--- src/tsc_pkg.sv ---
// Purpose: shared constants and types for the telemetry schedule and bias select link
// Assumes: one 125 MHz clock, synchronous active-low reset
// Notes: channel index 0 vin, 1 temp, 2 iout, 3 vout
package tsc_pkg;
  // command codes and block byte counts
  localparam logic [7:0] CMD_BIAS = 8'hB5;
  localparam logic [7:0] CMD_TLM = 8'hD0;
  localparam logic [3:0] BIAS_BYTES = 4'h1;
  localparam logic [3:0] TLM_BYTES = 4'h6;
  localparam logic [3:0] NO_BYTES = 4'h0;

  // timing
  localparam int CLK_PERIOD_NS = 8;
  localparam int TXN_MAX_NS = 1000000;
  localparam int ACTION_MAX_NS = 1000000;
  localparam int TXN_MAX_CYCLES = TXN_MAX_NS / CLK_PERIOD_NS;
  localparam int ACTION_MAX_CYCLES = ACTION_MAX_NS / CLK_PERIOD_NS;

  // bias regulator select register
  localparam int BIAS_CODE_LSB = 4;
  localparam logic [3:0] VCODE_MIN = 4'h3;
  localparam logic [3:0] VCODE_MAX = 4'hA;
  localparam logic [3:0] VCODE_RESET = 4'h9;
  localparam logic [3:0] BIAS_RSVD_VALUE = 4'h0;

  // telemetry schedule register
  localparam int NCH = 4;
  localparam int CH_VIN = 0;
  localparam int CH_TEMP = 1;
  localparam int CH_IOUT = 2;
  localparam int CH_VOUT = 3;
  localparam int PRI_LSB0 = 30;
  localparam int AVG_LSB0 = 24;
  localparam int CH_STRIDE = 8;
  localparam logic [47:0] TLM_RESET = 48'h0003_0000_0000;
  localparam logic [47:0] TLM_RO_MASK = 48'hFF00_0000_0000;
  localparam logic [1:0] PRI_A = 2'h0;
  localparam logic [1:0] PRI_B = 2'h1;
  localparam logic [1:0] PRI_C = 2'h2;
  localparam logic [1:0] PRI_OFF = 2'h3;
  localparam logic [2:0] AVG_MAX = 3'h5;
  localparam logic [15:0] READ_DISABLED = 16'h0000;

  // host registers, byte addresses on the avalon slave
  localparam logic [4:0] REG_CTRL = 5'h00;
  localparam logic [4:0] REG_WLO = 5'h04;
  localparam logic [4:0] REG_WHI = 5'h08;
  localparam logic [4:0] REG_RLO = 5'h0C;
  localparam logic [4:0] REG_RHI = 5'h10;
  localparam logic [4:0] REG_STAT = 5'h14;
  localparam int CTRL_GO = 0;
  localparam int CTRL_RD = 1;
  localparam int CTRL_EXT_BIAS = 2;
  localparam int CTRL_CODE_LSB = 8;
  localparam int STAT_BUSY = 0;
  localparam int STAT_DONE = 1;
  localparam int STAT_ERR = 2;
  localparam int STAT_TIMEOUT = 3;
  localparam int STAT_REFUSED = 4;

  typedef enum logic [1:0] {SCH_PICK = 2'b01, SCH_WAIT = 2'b10} tsc_sched_t;
  typedef enum logic [1:0] {HST_IDLE = 2'b01, HST_WAIT = 2'b10} tsc_host_t;
endpackage

--- src/tsc_link_if.sv ---
// Purpose: block transaction link between host controller and device
// Assumes: both ends on i_clock
// Notes: req held by host until one-cycle ack
`timescale 1ns/1ps
interface tsc_link_if;
  logic req;
  logic rnw;
  logic [7:0] code;
  logic [3:0] count;
  logic [47:0] wdata;
  logic ack;
  logic err;
  logic [3:0] rcount;
  logic [47:0] rdata;
  modport host (output req, rnw, code, count, wdata, input ack, err, rcount, rdata);
  modport dev (input req, rnw, code, count, wdata, output ack, err, rcount, rdata);
endinterface

--- src/tsc_avg.sv ---
// Purpose: rolling average of 2^n samples for one telemetry channel
// Assumes: n already limited to 0..5
// Notes: running-sum form, reseeded when n changes
`timescale 1ns/1ps
module tsc_avg (
  input wire logic i_clock,
  input wire logic i_rstn,
  input wire logic i_valid,
  input wire logic [15:0] i_sample,
  input wire logic [2:0] i_n,
  output logic [15:0] o_avg
);
  logic [20:0] acc_q;
  logic [2:0] n_q;
  logic primed_q;

  // reseed avoids a long settle after a new window length
  always_ff @(posedge i_clock)
  begin
    if (!i_rstn)
    begin
      acc_q <= 21'h000000;
      n_q <= 3'h0;
      primed_q <= 1'b0;
    end
    else if (i_valid)
    begin
      if (!primed_q || (i_n != n_q))
        acc_q <= 21'(i_sample) << i_n;
      else
        acc_q <= acc_q - (acc_q >> n_q) + 21'(i_sample);
      n_q <= i_n;
      primed_q <= 1'b1;
    end
  end

  always_ff @(posedge i_clock)
  begin
    if (!i_rstn)
      o_avg <= 16'h0000;
    else
      o_avg <= 16'(acc_q >> n_q);
  end
endmodule

--- src/tsc_device.sv ---
// Purpose: device end: bias select and telemetry schedule registers, adc scheduler
// Assumes: adc handshake and link on i_clock
// Notes: settings apply the cycle after the write acknowledge
// Functional notes
// [RULE1] bias write is block of one byte
// [RULE2] bias read returns block of one byte
// [RULE3] finish transaction and apply within 1 ms
// [RULE4] code bits 7:4, 3h..Ah valid only
// [RULE5] bias bits 3:0 read zero, host writes zero
// [RULE6] host avoids 3h without external bias
// [RULE7] telemetry config is six-byte block
// [RULE8] one shared adc, one measurement at a time
// [RULE9] all priority A channels each pass first
// [RULE10] one rotating B after each A pass
// [RULE11] one rotating C after each B pass
// [RULE12] priority 00 A, 01 B, 10 C, 11 off
// [RULE13] average 2^N samples, N 0..5
// [RULE14] disabled channel reads back 0000h
// [RULE15] temperature is never disabled
// [RULE16] fields: vin 31:30/26:24, temp 23:22/18:16, iout, vout
// [RULE17] new settings take effect on the fly
`timescale 1ns/1ps
module tsc_device (
  input wire logic i_clock,
  input wire logic i_rstn,
  tsc_link_if.dev link,
  output logic o_adc_start,
  output logic [1:0] o_adc_chan,
  input wire logic i_adc_done,
  input wire logic [15:0] i_adc_data,
  output logic [3:0] o_regulator_code,
  output logic [63:0] o_readback
);
  logic [3:0] regulator_voltage_code_q;
  logic [47:0] tlm_q;
  logic take;
  logic bias_ok;
  logic tlm_ok;
  logic code_valid;
  logic [3:0] wr_code;

  assign take = link.req && !link.ack;
  assign wr_code = link.wdata[tsc_pkg::BIAS_CODE_LSB +: 4];
  assign code_valid = (wr_code >= tsc_pkg::VCODE_MIN) && (wr_code <= tsc_pkg::VCODE_MAX); // see [RULE4]
  assign bias_ok = (link.code == tsc_pkg::CMD_BIAS) && (link.count == tsc_pkg::BIAS_BYTES); // see [RULE1] [RULE2]
  assign tlm_ok = (link.code == tsc_pkg::CMD_TLM) && (link.count == tsc_pkg::TLM_BYTES); // see [RULE7]

  // answer one cycle after the request: far inside the transaction limit
  always_ff @(posedge i_clock)
  begin
    if (!i_rstn)
    begin
      link.ack <= 1'b0;
      link.err <= 1'b0;
      link.rcount <= tsc_pkg::NO_BYTES;
      link.rdata <= 48'h0000_0000_0000;
    end
    else
    begin
      link.ack <= take; // see [RULE3]
      if (take)
      begin
        link.err <= !(bias_ok || tlm_ok) || (bias_ok && !link.rnw && !code_valid);
        link.rcount <= tsc_pkg::NO_BYTES;
        link.rdata <= 48'h0000_0000_0000;
        if (bias_ok && link.rnw)
        begin
          link.rcount <= tsc_pkg::BIAS_BYTES; // see [RULE2]
          link.rdata <= {40'h00_0000_0000, regulator_voltage_code_q, tsc_pkg::BIAS_RSVD_VALUE}; // see [RULE5]
        end
        else if (tlm_ok && link.rnw)
        begin
          link.rcount <= tsc_pkg::TLM_BYTES; // see [RULE7]
          link.rdata <= tlm_q;
        end
      end
    end
  end

  // invalid codes leave the regulator where it was
  always_ff @(posedge i_clock)
  begin
    if (!i_rstn)
      regulator_voltage_code_q <= tsc_pkg::VCODE_RESET;
    else if (take && bias_ok && !link.rnw && code_valid)
      regulator_voltage_code_q <= wr_code; // see [RULE4] [RULE17]
  end

  always_ff @(posedge i_clock)
  begin
    if (!i_rstn)
      tlm_q <= tsc_pkg::TLM_RESET;
    else if (take && tlm_ok && !link.rnw)
      tlm_q <= (link.wdata & ~tsc_pkg::TLM_RO_MASK) | (tlm_q & tsc_pkg::TLM_RO_MASK); // see [RULE17]
  end

  always_ff @(posedge i_clock)
  begin
    if (!i_rstn)
      o_regulator_code <= tsc_pkg::VCODE_RESET;
    else
      o_regulator_code <= regulator_voltage_code_q; // see [RULE3]
  end

  // effective priority and averaging per channel
  logic [1:0] pri [tsc_pkg::NCH];
  logic [2:0] avg_n [tsc_pkg::NCH];
  logic [3:0] a_m;
  logic [3:0] b_m;
  logic [3:0] c_m;

  always_comb
  begin
    for (int i = 0; i < tsc_pkg::NCH; i++)
    begin
      pri[i] = tlm_q[tsc_pkg::PRI_LSB0 - tsc_pkg::CH_STRIDE * i +: 2]; // see [RULE16]
      if ((i == tsc_pkg::CH_TEMP) && (pri[i] == tsc_pkg::PRI_OFF))
        pri[i] = tsc_pkg::PRI_C; // see [RULE15]
      avg_n[i] = tlm_q[tsc_pkg::AVG_LSB0 - tsc_pkg::CH_STRIDE * i +: 3]; // see [RULE16]
      if (avg_n[i] > tsc_pkg::AVG_MAX)
        avg_n[i] = tsc_pkg::AVG_MAX; // see [RULE13]
      a_m[i] = (pri[i] == tsc_pkg::PRI_A); // see [RULE12]
      b_m[i] = (pri[i] == tsc_pkg::PRI_B);
      c_m[i] = (pri[i] == tsc_pkg::PRI_C);
    end
  end

  // first set bit of mask at or above start; bit 2 of result is found
  function automatic logic [2:0] find_from(input logic [3:0] mask, input logic [2:0] start);
    logic [2:0] res;
    res = 3'h0;
    for (int i = tsc_pkg::NCH - 1; i >= 0; i--)
      if (mask[i] && (3'(i) >= start))
        res = {1'b1, 2'(i)};
    return res;
  endfunction

  tsc_pkg::tsc_sched_t sch_q;
  logic [2:0] a_pos_q;
  logic [2:0] b_pos_q;
  logic [2:0] c_pos_q;
  logic [2:0] fa;
  logic [2:0] fb;
  logic [2:0] fc;
  logic [2:0] fc0;

  assign fa = find_from(a_m, a_pos_q);
  assign fb = find_from(b_m, b_pos_q);
  assign fc = find_from(c_m, c_pos_q);
  assign fc0 = find_from(c_m, 3'h0);

  // a pass over A, then one slot of the B rotation; the B rotation ends in one C
  always_ff @(posedge i_clock)
  begin
    if (!i_rstn)
    begin
      sch_q <= tsc_pkg::SCH_PICK;
      a_pos_q <= 3'h0;
      b_pos_q <= 3'h0;
      c_pos_q <= 3'h0;
      o_adc_start <= 1'b0;
      o_adc_chan <= 2'h0;
    end
    else
    begin
      o_adc_start <= 1'b0;
      unique case (sch_q)
        tsc_pkg::SCH_PICK:
        begin
          if (fa[2])
          begin
            o_adc_chan <= fa[1:0]; // see [RULE9]
            o_adc_start <= 1'b1;
            a_pos_q <= {1'b0, fa[1:0]} + 3'h1;
            sch_q <= tsc_pkg::SCH_WAIT;
          end
          else if (fb[2])
          begin
            o_adc_chan <= fb[1:0]; // see [RULE10]
            o_adc_start <= 1'b1;
            b_pos_q <= {1'b0, fb[1:0]} + 3'h1;
            a_pos_q <= 3'h0;
            sch_q <= tsc_pkg::SCH_WAIT;
          end
          else
          begin
            a_pos_q <= 3'h0;
            b_pos_q <= 3'h0;
            if (fc[2] || fc0[2])
            begin
              o_adc_chan <= fc[2] ? fc[1:0] : fc0[1:0]; // see [RULE11]
              o_adc_start <= 1'b1;
              c_pos_q <= {1'b0, (fc[2] ? fc[1:0] : fc0[1:0])} + 3'h1;
              sch_q <= tsc_pkg::SCH_WAIT;
            end
          end
        end
        tsc_pkg::SCH_WAIT:
        begin
          if (i_adc_done)
            sch_q <= tsc_pkg::SCH_PICK; // see [RULE8]
        end
      endcase
    end
  end

  // only the channel in conversion takes the sample
  logic [15:0] avg_out [tsc_pkg::NCH];

  for (genvar g = 0; g < tsc_pkg::NCH; g++)
  begin : g_ch
    tsc_avg u_avg (
      .i_clock(i_clock),
      .i_rstn(i_rstn),
      .i_valid(i_adc_done && (sch_q == tsc_pkg::SCH_WAIT) && (o_adc_chan == 2'(g))),
      .i_sample(i_adc_data),
      .i_n(avg_n[g]), // see [RULE13] [RULE17]
      .o_avg(avg_out[g])
    );

    always_ff @(posedge i_clock)
    begin
      if (!i_rstn)
        o_readback[16 * g +: 16] <= tsc_pkg::READ_DISABLED;
      else if (pri[g] == tsc_pkg::PRI_OFF)
        o_readback[16 * g +: 16] <= tsc_pkg::READ_DISABLED; // see [RULE14]
      else
        o_readback[16 * g +: 16] <= avg_out[g];
    end
  end
endmodule

--- src/flat_wrapper.sv ---
// flat-port wrapper written by rule: the top's interface ports become plain ports
module tsc_device_flat 
  (i_clock, i_rstn, o_adc_start, o_adc_chan, i_adc_done, i_adc_data, o_regulator_code, o_readback, link_req, link_rnw, link_code, link_count, link_wdata, link_ack, link_err, link_rcount, link_rdata);
  tsc_link_if link_i ();
  input wire logic i_clock;
  input wire logic i_rstn;
  output logic o_adc_start;
  output logic [1:0] o_adc_chan;
  input wire logic i_adc_done;
  input wire logic [15:0] i_adc_data;
  output logic [3:0] o_regulator_code;
  output logic [63:0] o_readback;
  input wire logic [$bits(link_i.req)-1:0] link_req;
  input wire logic [$bits(link_i.rnw)-1:0] link_rnw;
  input wire logic [$bits(link_i.code)-1:0] link_code;
  input wire logic [$bits(link_i.count)-1:0] link_count;
  input wire logic [$bits(link_i.wdata)-1:0] link_wdata;
  output wire logic [$bits(link_i.ack)-1:0] link_ack;
  output wire logic [$bits(link_i.err)-1:0] link_err;
  output wire logic [$bits(link_i.rcount)-1:0] link_rcount;
  output wire logic [$bits(link_i.rdata)-1:0] link_rdata;
  assign link_i.req = link_req;
  assign link_i.rnw = link_rnw;
  assign link_i.code = link_code;
  assign link_i.count = link_count;
  assign link_i.wdata = link_wdata;
  assign link_ack = link_i.ack;
  assign link_err = link_i.err;
  assign link_rcount = link_i.rcount;
  assign link_rdata = link_i.rdata;
  tsc_device u_core (.i_clock(i_clock), .i_rstn(i_rstn), .link(link_i), .o_adc_start(o_adc_start), .o_adc_chan(o_adc_chan), .i_adc_done(i_adc_done), .i_adc_data(i_adc_data), .o_regulator_code(o_regulator_code), .o_readback(o_readback));
endmodule
--- config.mk ---
export PLATFORM = sky130hd
export DESIGN_NAME = tsc_device_flat
export DESIGN_NICKNAME = d
export VERILOG_FILES = /design/src/tsc_pkg.sv /design/src/tsc_link_if.sv /design/src/tsc_avg.sv /design/src/tsc_device.sv /design/src/flat_wrapper.sv
export SDC_FILE = /design/constraint.sdc
export NUM_CORES = 1
export LEC_CHECK = 0
export BUFFER_PORTS_ARGS = -buffer_cell sky130_fd_sc_hd__buf_2
export CAP_MARGIN = 20
export CELL_PAD_IN_SITES_DETAIL_PLACEMENT = 0
export CELL_PAD_IN_SITES_GLOBAL_PLACEMENT = 2
export CORE_MARGIN = 2
export CORE_UTILIZATION = 40
export CTS_CLUSTER_SIZE = 8
export DETAILED_ROUTE_END_ITERATION = 12
export GPL_TIMING_DRIVEN = 0
export PLACE_DENSITY = 0.89
export SLEW_MARGIN = 20
export SYNTH_ARGS = -nofsm -noshare
export SYNTH_HDL_FRONTEND = slang
export SYNTH_HIERARCHICAL = 1
export SYNTH_SLANG_ARGS = --single-unit
--- constraint.sdc ---
create_clock -name i_clock -period 10.9 [get_ports i_clock]
set_input_delay 1.09 -clock i_clock [delete_from_list [all_inputs] [get_ports i_clock]]
set_output_delay 1.09 -clock i_clock [all_outputs]
set_load 0.05 [all_outputs]
==> results.rst <==
.. list-table::
   :header-rows: 1

   * - Metric
     - Value
   * - Maximum clock skew at final layout
     - 0.0286 ns
   * - Clock-pin slew of the registers on the worst-case setup and hold paths
     - 0.05 ns
   * - Drt pass-1 iters
     - 7
   * - Xor/xnor cell area share of the yosys netlist
     - 2.18%
   * - Number of sinks on the clock net
     - 335
   * - Aggregate global-route resource usage
     - 26.2%
   * - Share of flip-flops with an asynchronous set or reset
     - 0%
   * - Reg2Reg Capture Point
     - u_core/g_ch[2].u_avg/acc_q[18]
   * - Power density over the cells
     - 119 nW/um^2
   * - Max_slew headroom
     - 22.4%
   * - Die Footprint
     - 60,900 um^2
   * - Slowest stage cell, crit path
     - sky130_fd_sc_hd__o21ai_0
   * - Die height
     - 247 um
   * - Total placed cells including tap cells
     - 3,807
   * - Setup crit end kind
     - register
   * - Ports placed on the boundary
     - 206
   * - Die width
     - 247 um
   * - Area growth from synthesis to final layout
     - 13.7%
   * - Cell area after technology mapping
     - 23,600 um^2
   * - Detailed-route wire length
     - 80,300 um
   * - Arithmetic-cell share of the synthesized area counting full adders, half adders and majority gates
     - 10.9%
   * - R2r setup slk
     - 6.22 ns
   * - Transition time at the pin with the least slew margin
     - 1.16 ns
   * - Final setup fails
     - 0
   * - Status
     - finished clean
   * - Fill cells
     - 5,872
   * - Non-filler cells in the finished layout
     - 3,863
   * - Most numerous cell in the Yosys netlist
     - sky130_fd_sc_hd__nand2_1
   * - Source-to-sink clock delay at the later pin of the worst-skew pair
     - 0.60 ns
   * - Worst Setup Start Kind
     - register
   * - CTS Root Buffer Type
     - sky130_fd_sc_hd__clkbuf_16
   * - Placed instance area
     - 25,500 um^2
   * - Initial core utilization
     - 40.7%
   * - Category of the most critical setup path
     - reg -> reg
   * - Number of H-tree levels
     - 2
   * - Total via count after detailed routing
     - 22,110
   * - Dominant cell type by area after synthesis
     - sky130_fd_sc_hd__dfxtp_1
   * - Final WS setup
     - 6.22 ns
   * - RSZ-0062 raised after global routing
     - false
   * - Number of antenna violations at the first check in global routing
     - 3
   * - VDD IR-drop max
     - 0.000124 V
   * - Crit path time final
     - 4.68 ns
   * - Vias in the first global route
     - 21,743
   * - Layout net count
     - 3,340
   * - Sequential share of the synthesized area
     - 28.5%
   * - Largest stage delay on the critical path
     - 0.62 ns
   * - Final weighted congestion of routability-driven global placement
     - 0.916
   * - Cell row count
     - 88
   * - Hold Fails Final Rpt
     - 0
   * - Gate count of the mapped netlist
     - 2,846
   * - Complex-gate fraction of the synthesized area
     - 21.3%
   * - Hold Worst Slack
     - 0.416 ns
   * - Total half-perimeter wirelength after legalization and detailed placement
     - 60,800 um
   * - Number of buffers inserted to repair setup after CTS
     - 0
   * - Setup total negative slack
     - 0 ns
   * - Main combinational cell family by area after synthesis
     - compound AO/OA/AOI/OAI gates
   * - Fraction of synthesized area in multiplexers
     - 10.5%
   * - Worst-path fanout max
     - 10
   * - Maximum number of pins on one net before global-route repair
     - 30
   * - Dominant register cell in the synthesized netlist
     - sky130_fd_sc_hd__dfxtp_1
   * - Number of buffers inserted during clock tree synthesis
     - 48
   * - Share of the synthesized area in the top cell type
     - 28.5%
   * - Most area-consuming cells after synthesis
     - sky130_fd_sc_hd__dfxtp_1 28%, sky130_fd_sc_hd__nand2_1 6.2%, sky130_fd_sc_hd__mux4_2 5.8%, sky130_fd_sc_hd__ha_1 5.5%, sky130_fd_sc_hd__fa_1 5.4%
   * - Min-delay worst type
     - reg -> reg
   * - Post-synth EDFFs
     - 0
   * - Critical path data required time
     - 11.34 ns
   * - Most frequent cells after synthesis
     - 388 x sky130_fd_sc_hd__nand2_1, 335 x sky130_fd_sc_hd__dfxtp_1, 290 x sky130_fd_sc_hd__inv_1
   * - Fraction of layout cells with a size suffix above 1
     - 15.0%
   * - Inserted Diodes
     - 0
   * - Core region area
     - 57,900 um^2
   * - Port bufs
     - 196
   * - Cells along the critical path
     - buf_2 > buf_2 > clkbuf_1 > a21oi_1 > o21ai_0 > ha_1 > inv_1 > ha_1 > fa_1 > a21o_1 > a221o_1 > a31o_2 > a221oi_1 > xor2_1 > o31ai_1
   * - Average cell area after synthesis
     - 8.28 um^2
   * - Static leakage
     - 11.5 nW
   * - Length in cells of the worst reg-to-reg path
     - 15
   * - Number of synthesized register bits
     - 335
   * - Max Slew Vio Count
     - 0
   * - Remaining antenna violation count
     - 0
   * - DRC violation count after routing
     - 0
   * - Vias per inst
     - 5.72
   * - First-iteration detailed-routing DRC count
     - 1,775
   * - Power after layout
     - 3.20 mW
   * - Overall overflow remaining after global route
     - 0
   * - Max frequency
     - 214 MHz
   * - Yosys warns
     - 6
   * - First element of the critical path
     - u_core/g_ch[2].u_avg/n_q[0]
   * - Hold Path Origin
     - u_core/g_ch[3].u_avg/o_avg[6]
   * - Total non-filler cell area in the finished layout
     - 26,800 um^2
   * - TritonCTS clock tree
     - built
   * - Maximum capacitance violations
     - 0
   * - R2R Path Start
     - u_core/g_ch[2].u_avg/n_q[0]
   * - Per-cell routed wire length
     - 20.8 um
   * - Number of instances on the worst hold path
     - 1
   * - Data arrival at the endpoint of the critical path
     - 5.12 ns
   * - Max Root-Sink Buffers
     - 3
   * - Count of different cell masters after synthesis
     - 103
   * - Endpoint of the worst hold-timing path
     - u_core/o_readback[54]
   * - Final cycle utilization of the critical path
     - 42.9%
   * - Worst Setup Slack post-DPL
     - 6.27 ns
   * - Post-cts gate resize count
     - 0
   * - Count of hold-fix buffers inserted at cts
     - 0
   * - Simple-gate share of the synthesized area
     - 18.1%
   * - Post-route core utilization
     - 46.3%
   * - Mapped Nets
     - 3,094
   * - Wire length of the first global-routing pass
     - 123,000 um
where the power goes:
part	switching (mW)	internal, mW
combinational	0.371	0.209
sequential	0.0111	1.24
clock	0.560	0.805
total	0.942	2.25
cell usage in the layout, fill, tap and decap left out, types with 12 or more instances in the layout:
| cell | instances |
|---|---|
| sky130_fd_sc_hd__a211oi_1 | 21 |
| sky130_fd_sc_hd__a21o_1 | 49 |
| sky130_fd_sc_hd__a21oi_1 | 205 |
| sky130_fd_sc_hd__a221oi_1 | 19 |
| sky130_fd_sc_hd__a22o_1 | 27 |
| sky130_fd_sc_hd__a22oi_1 | 31 |
| sky130_fd_sc_hd__a31oi_1 | 43 |
| sky130_fd_sc_hd__and2_1 | 125 |
| sky130_fd_sc_hd__and3_1 | 23 |
| sky130_fd_sc_hd__buf_1 | 13 |
| sky130_fd_sc_hd__buf_2 | 252 |
| sky130_fd_sc_hd__buf_4 | 18 |
| sky130_fd_sc_hd__clkbuf_1 | 98 |
| sky130_fd_sc_hd__clkbuf_16 | 48 |
| sky130_fd_sc_hd__dfxtp_1 | 335 |
| sky130_fd_sc_hd__fa_1 | 64 |
| sky130_fd_sc_hd__ha_1 | 103 |
| sky130_fd_sc_hd__inv_1 | 290 |
| sky130_fd_sc_hd__mux2_2 | 16 |
| sky130_fd_sc_hd__mux2i_1 | 91 |
| sky130_fd_sc_hd__mux4_2 | 61 |
| sky130_fd_sc_hd__nand2_1 | 388 |
| sky130_fd_sc_hd__nand2b_1 | 13 |
| sky130_fd_sc_hd__nand3_1 | 49 |
| sky130_fd_sc_hd__nand3b_1 | 12 |
| sky130_fd_sc_hd__nand4_1 | 20 |
| sky130_fd_sc_hd__nor2_1 | 142 |
| sky130_fd_sc_hd__nor2b_1 | 24 |
| sky130_fd_sc_hd__nor3_1 | 39 |
| sky130_fd_sc_hd__o211a_1 | 14 |
| sky130_fd_sc_hd__o211ai_1 | 28 |
| sky130_fd_sc_hd__o21a_1 | 12 |
| sky130_fd_sc_hd__o21ai_0 | 143 |
| sky130_fd_sc_hd__xnor2_1 | 24 |
| sky130_fd_sc_hd__xor2_1 | 31 |
logic make-up after synthesis:
logic type | after synthesis
muxes | 168
other | 1
DFF | 335
and+or+nand+nor | 890
AOI/OAI and AO/OA | 743
adders and majority gates | 167
buffers and inverters | 485
xor gates and xnor gates | 57
layer usage:
layer,part of all wire (%),track usage (%)
met1,44,34.4
met2,46,43.1
met3,5.8,3.40
met4,4.5,11.3
met5,0.014,0
worst max-delay path, delay by kind of cell (launching register included):
family	cells	cell delay, ns
xor+xnor	1	0.25
fa+ha+maj	3	0.81
flops	1	0.34
compound gates	7	2.02
buf+inv	4	1.11
worst max-delay path by stage:
stage / endpoint / slack, ns / cells after the start
floorplan: u_core/g_ch[2].u_avg/acc_q[18] / 7.06 / 15
global placement: u_core/g_ch[2].u_avg/acc_q[18] / 6.31 / 15
detailed placement: u_core/g_ch[2].u_avg/acc_q[18] / 6.27 / 15
CTS: u_core/g_ch[2].u_avg/acc_q[18] / 6.25 / 15
global route: u_core/g_ch[3].u_avg/acc_q[19] / 5.86 / 14
finish: u_core/g_ch[2].u_avg/acc_q[18] / 6.22 / 15
layout make-up:
cell class | instances | area (um^2) | area share, %
plain buffers | 187 | 892 | 3.33
clock buffers | 53 | 1220 | 4.55
clock inverters | 3 | 80.1 | 0.299
inverters | 298 | 1120 | 4.17
multi-input cells | 2026 | 14800 | 55.4
flip-flops and latches | 335 | 6710 | 25.0
well taps | 765 | 957 | 3.57
repair buffers | 196 | 981 | 3.66
state kept, by name, indices dropped and copies added (netlist names), 4 cells and up:
register                         flops
u_core/g_ch.u_avg/acc_q             84
u_core/g_ch.u_avg/o_avg             64
u_core/o_readback                   64
u_core/link.rdata                   41
u_core/tlm_q                        40
u_core/g_ch.u_avg/n_q               12
u_core/g_ch.u_avg/primed_q           4
u_core/o_regulator_code              4
u_core/regulator_voltage_code_q      4
Power figures use the tool's default switching activity.
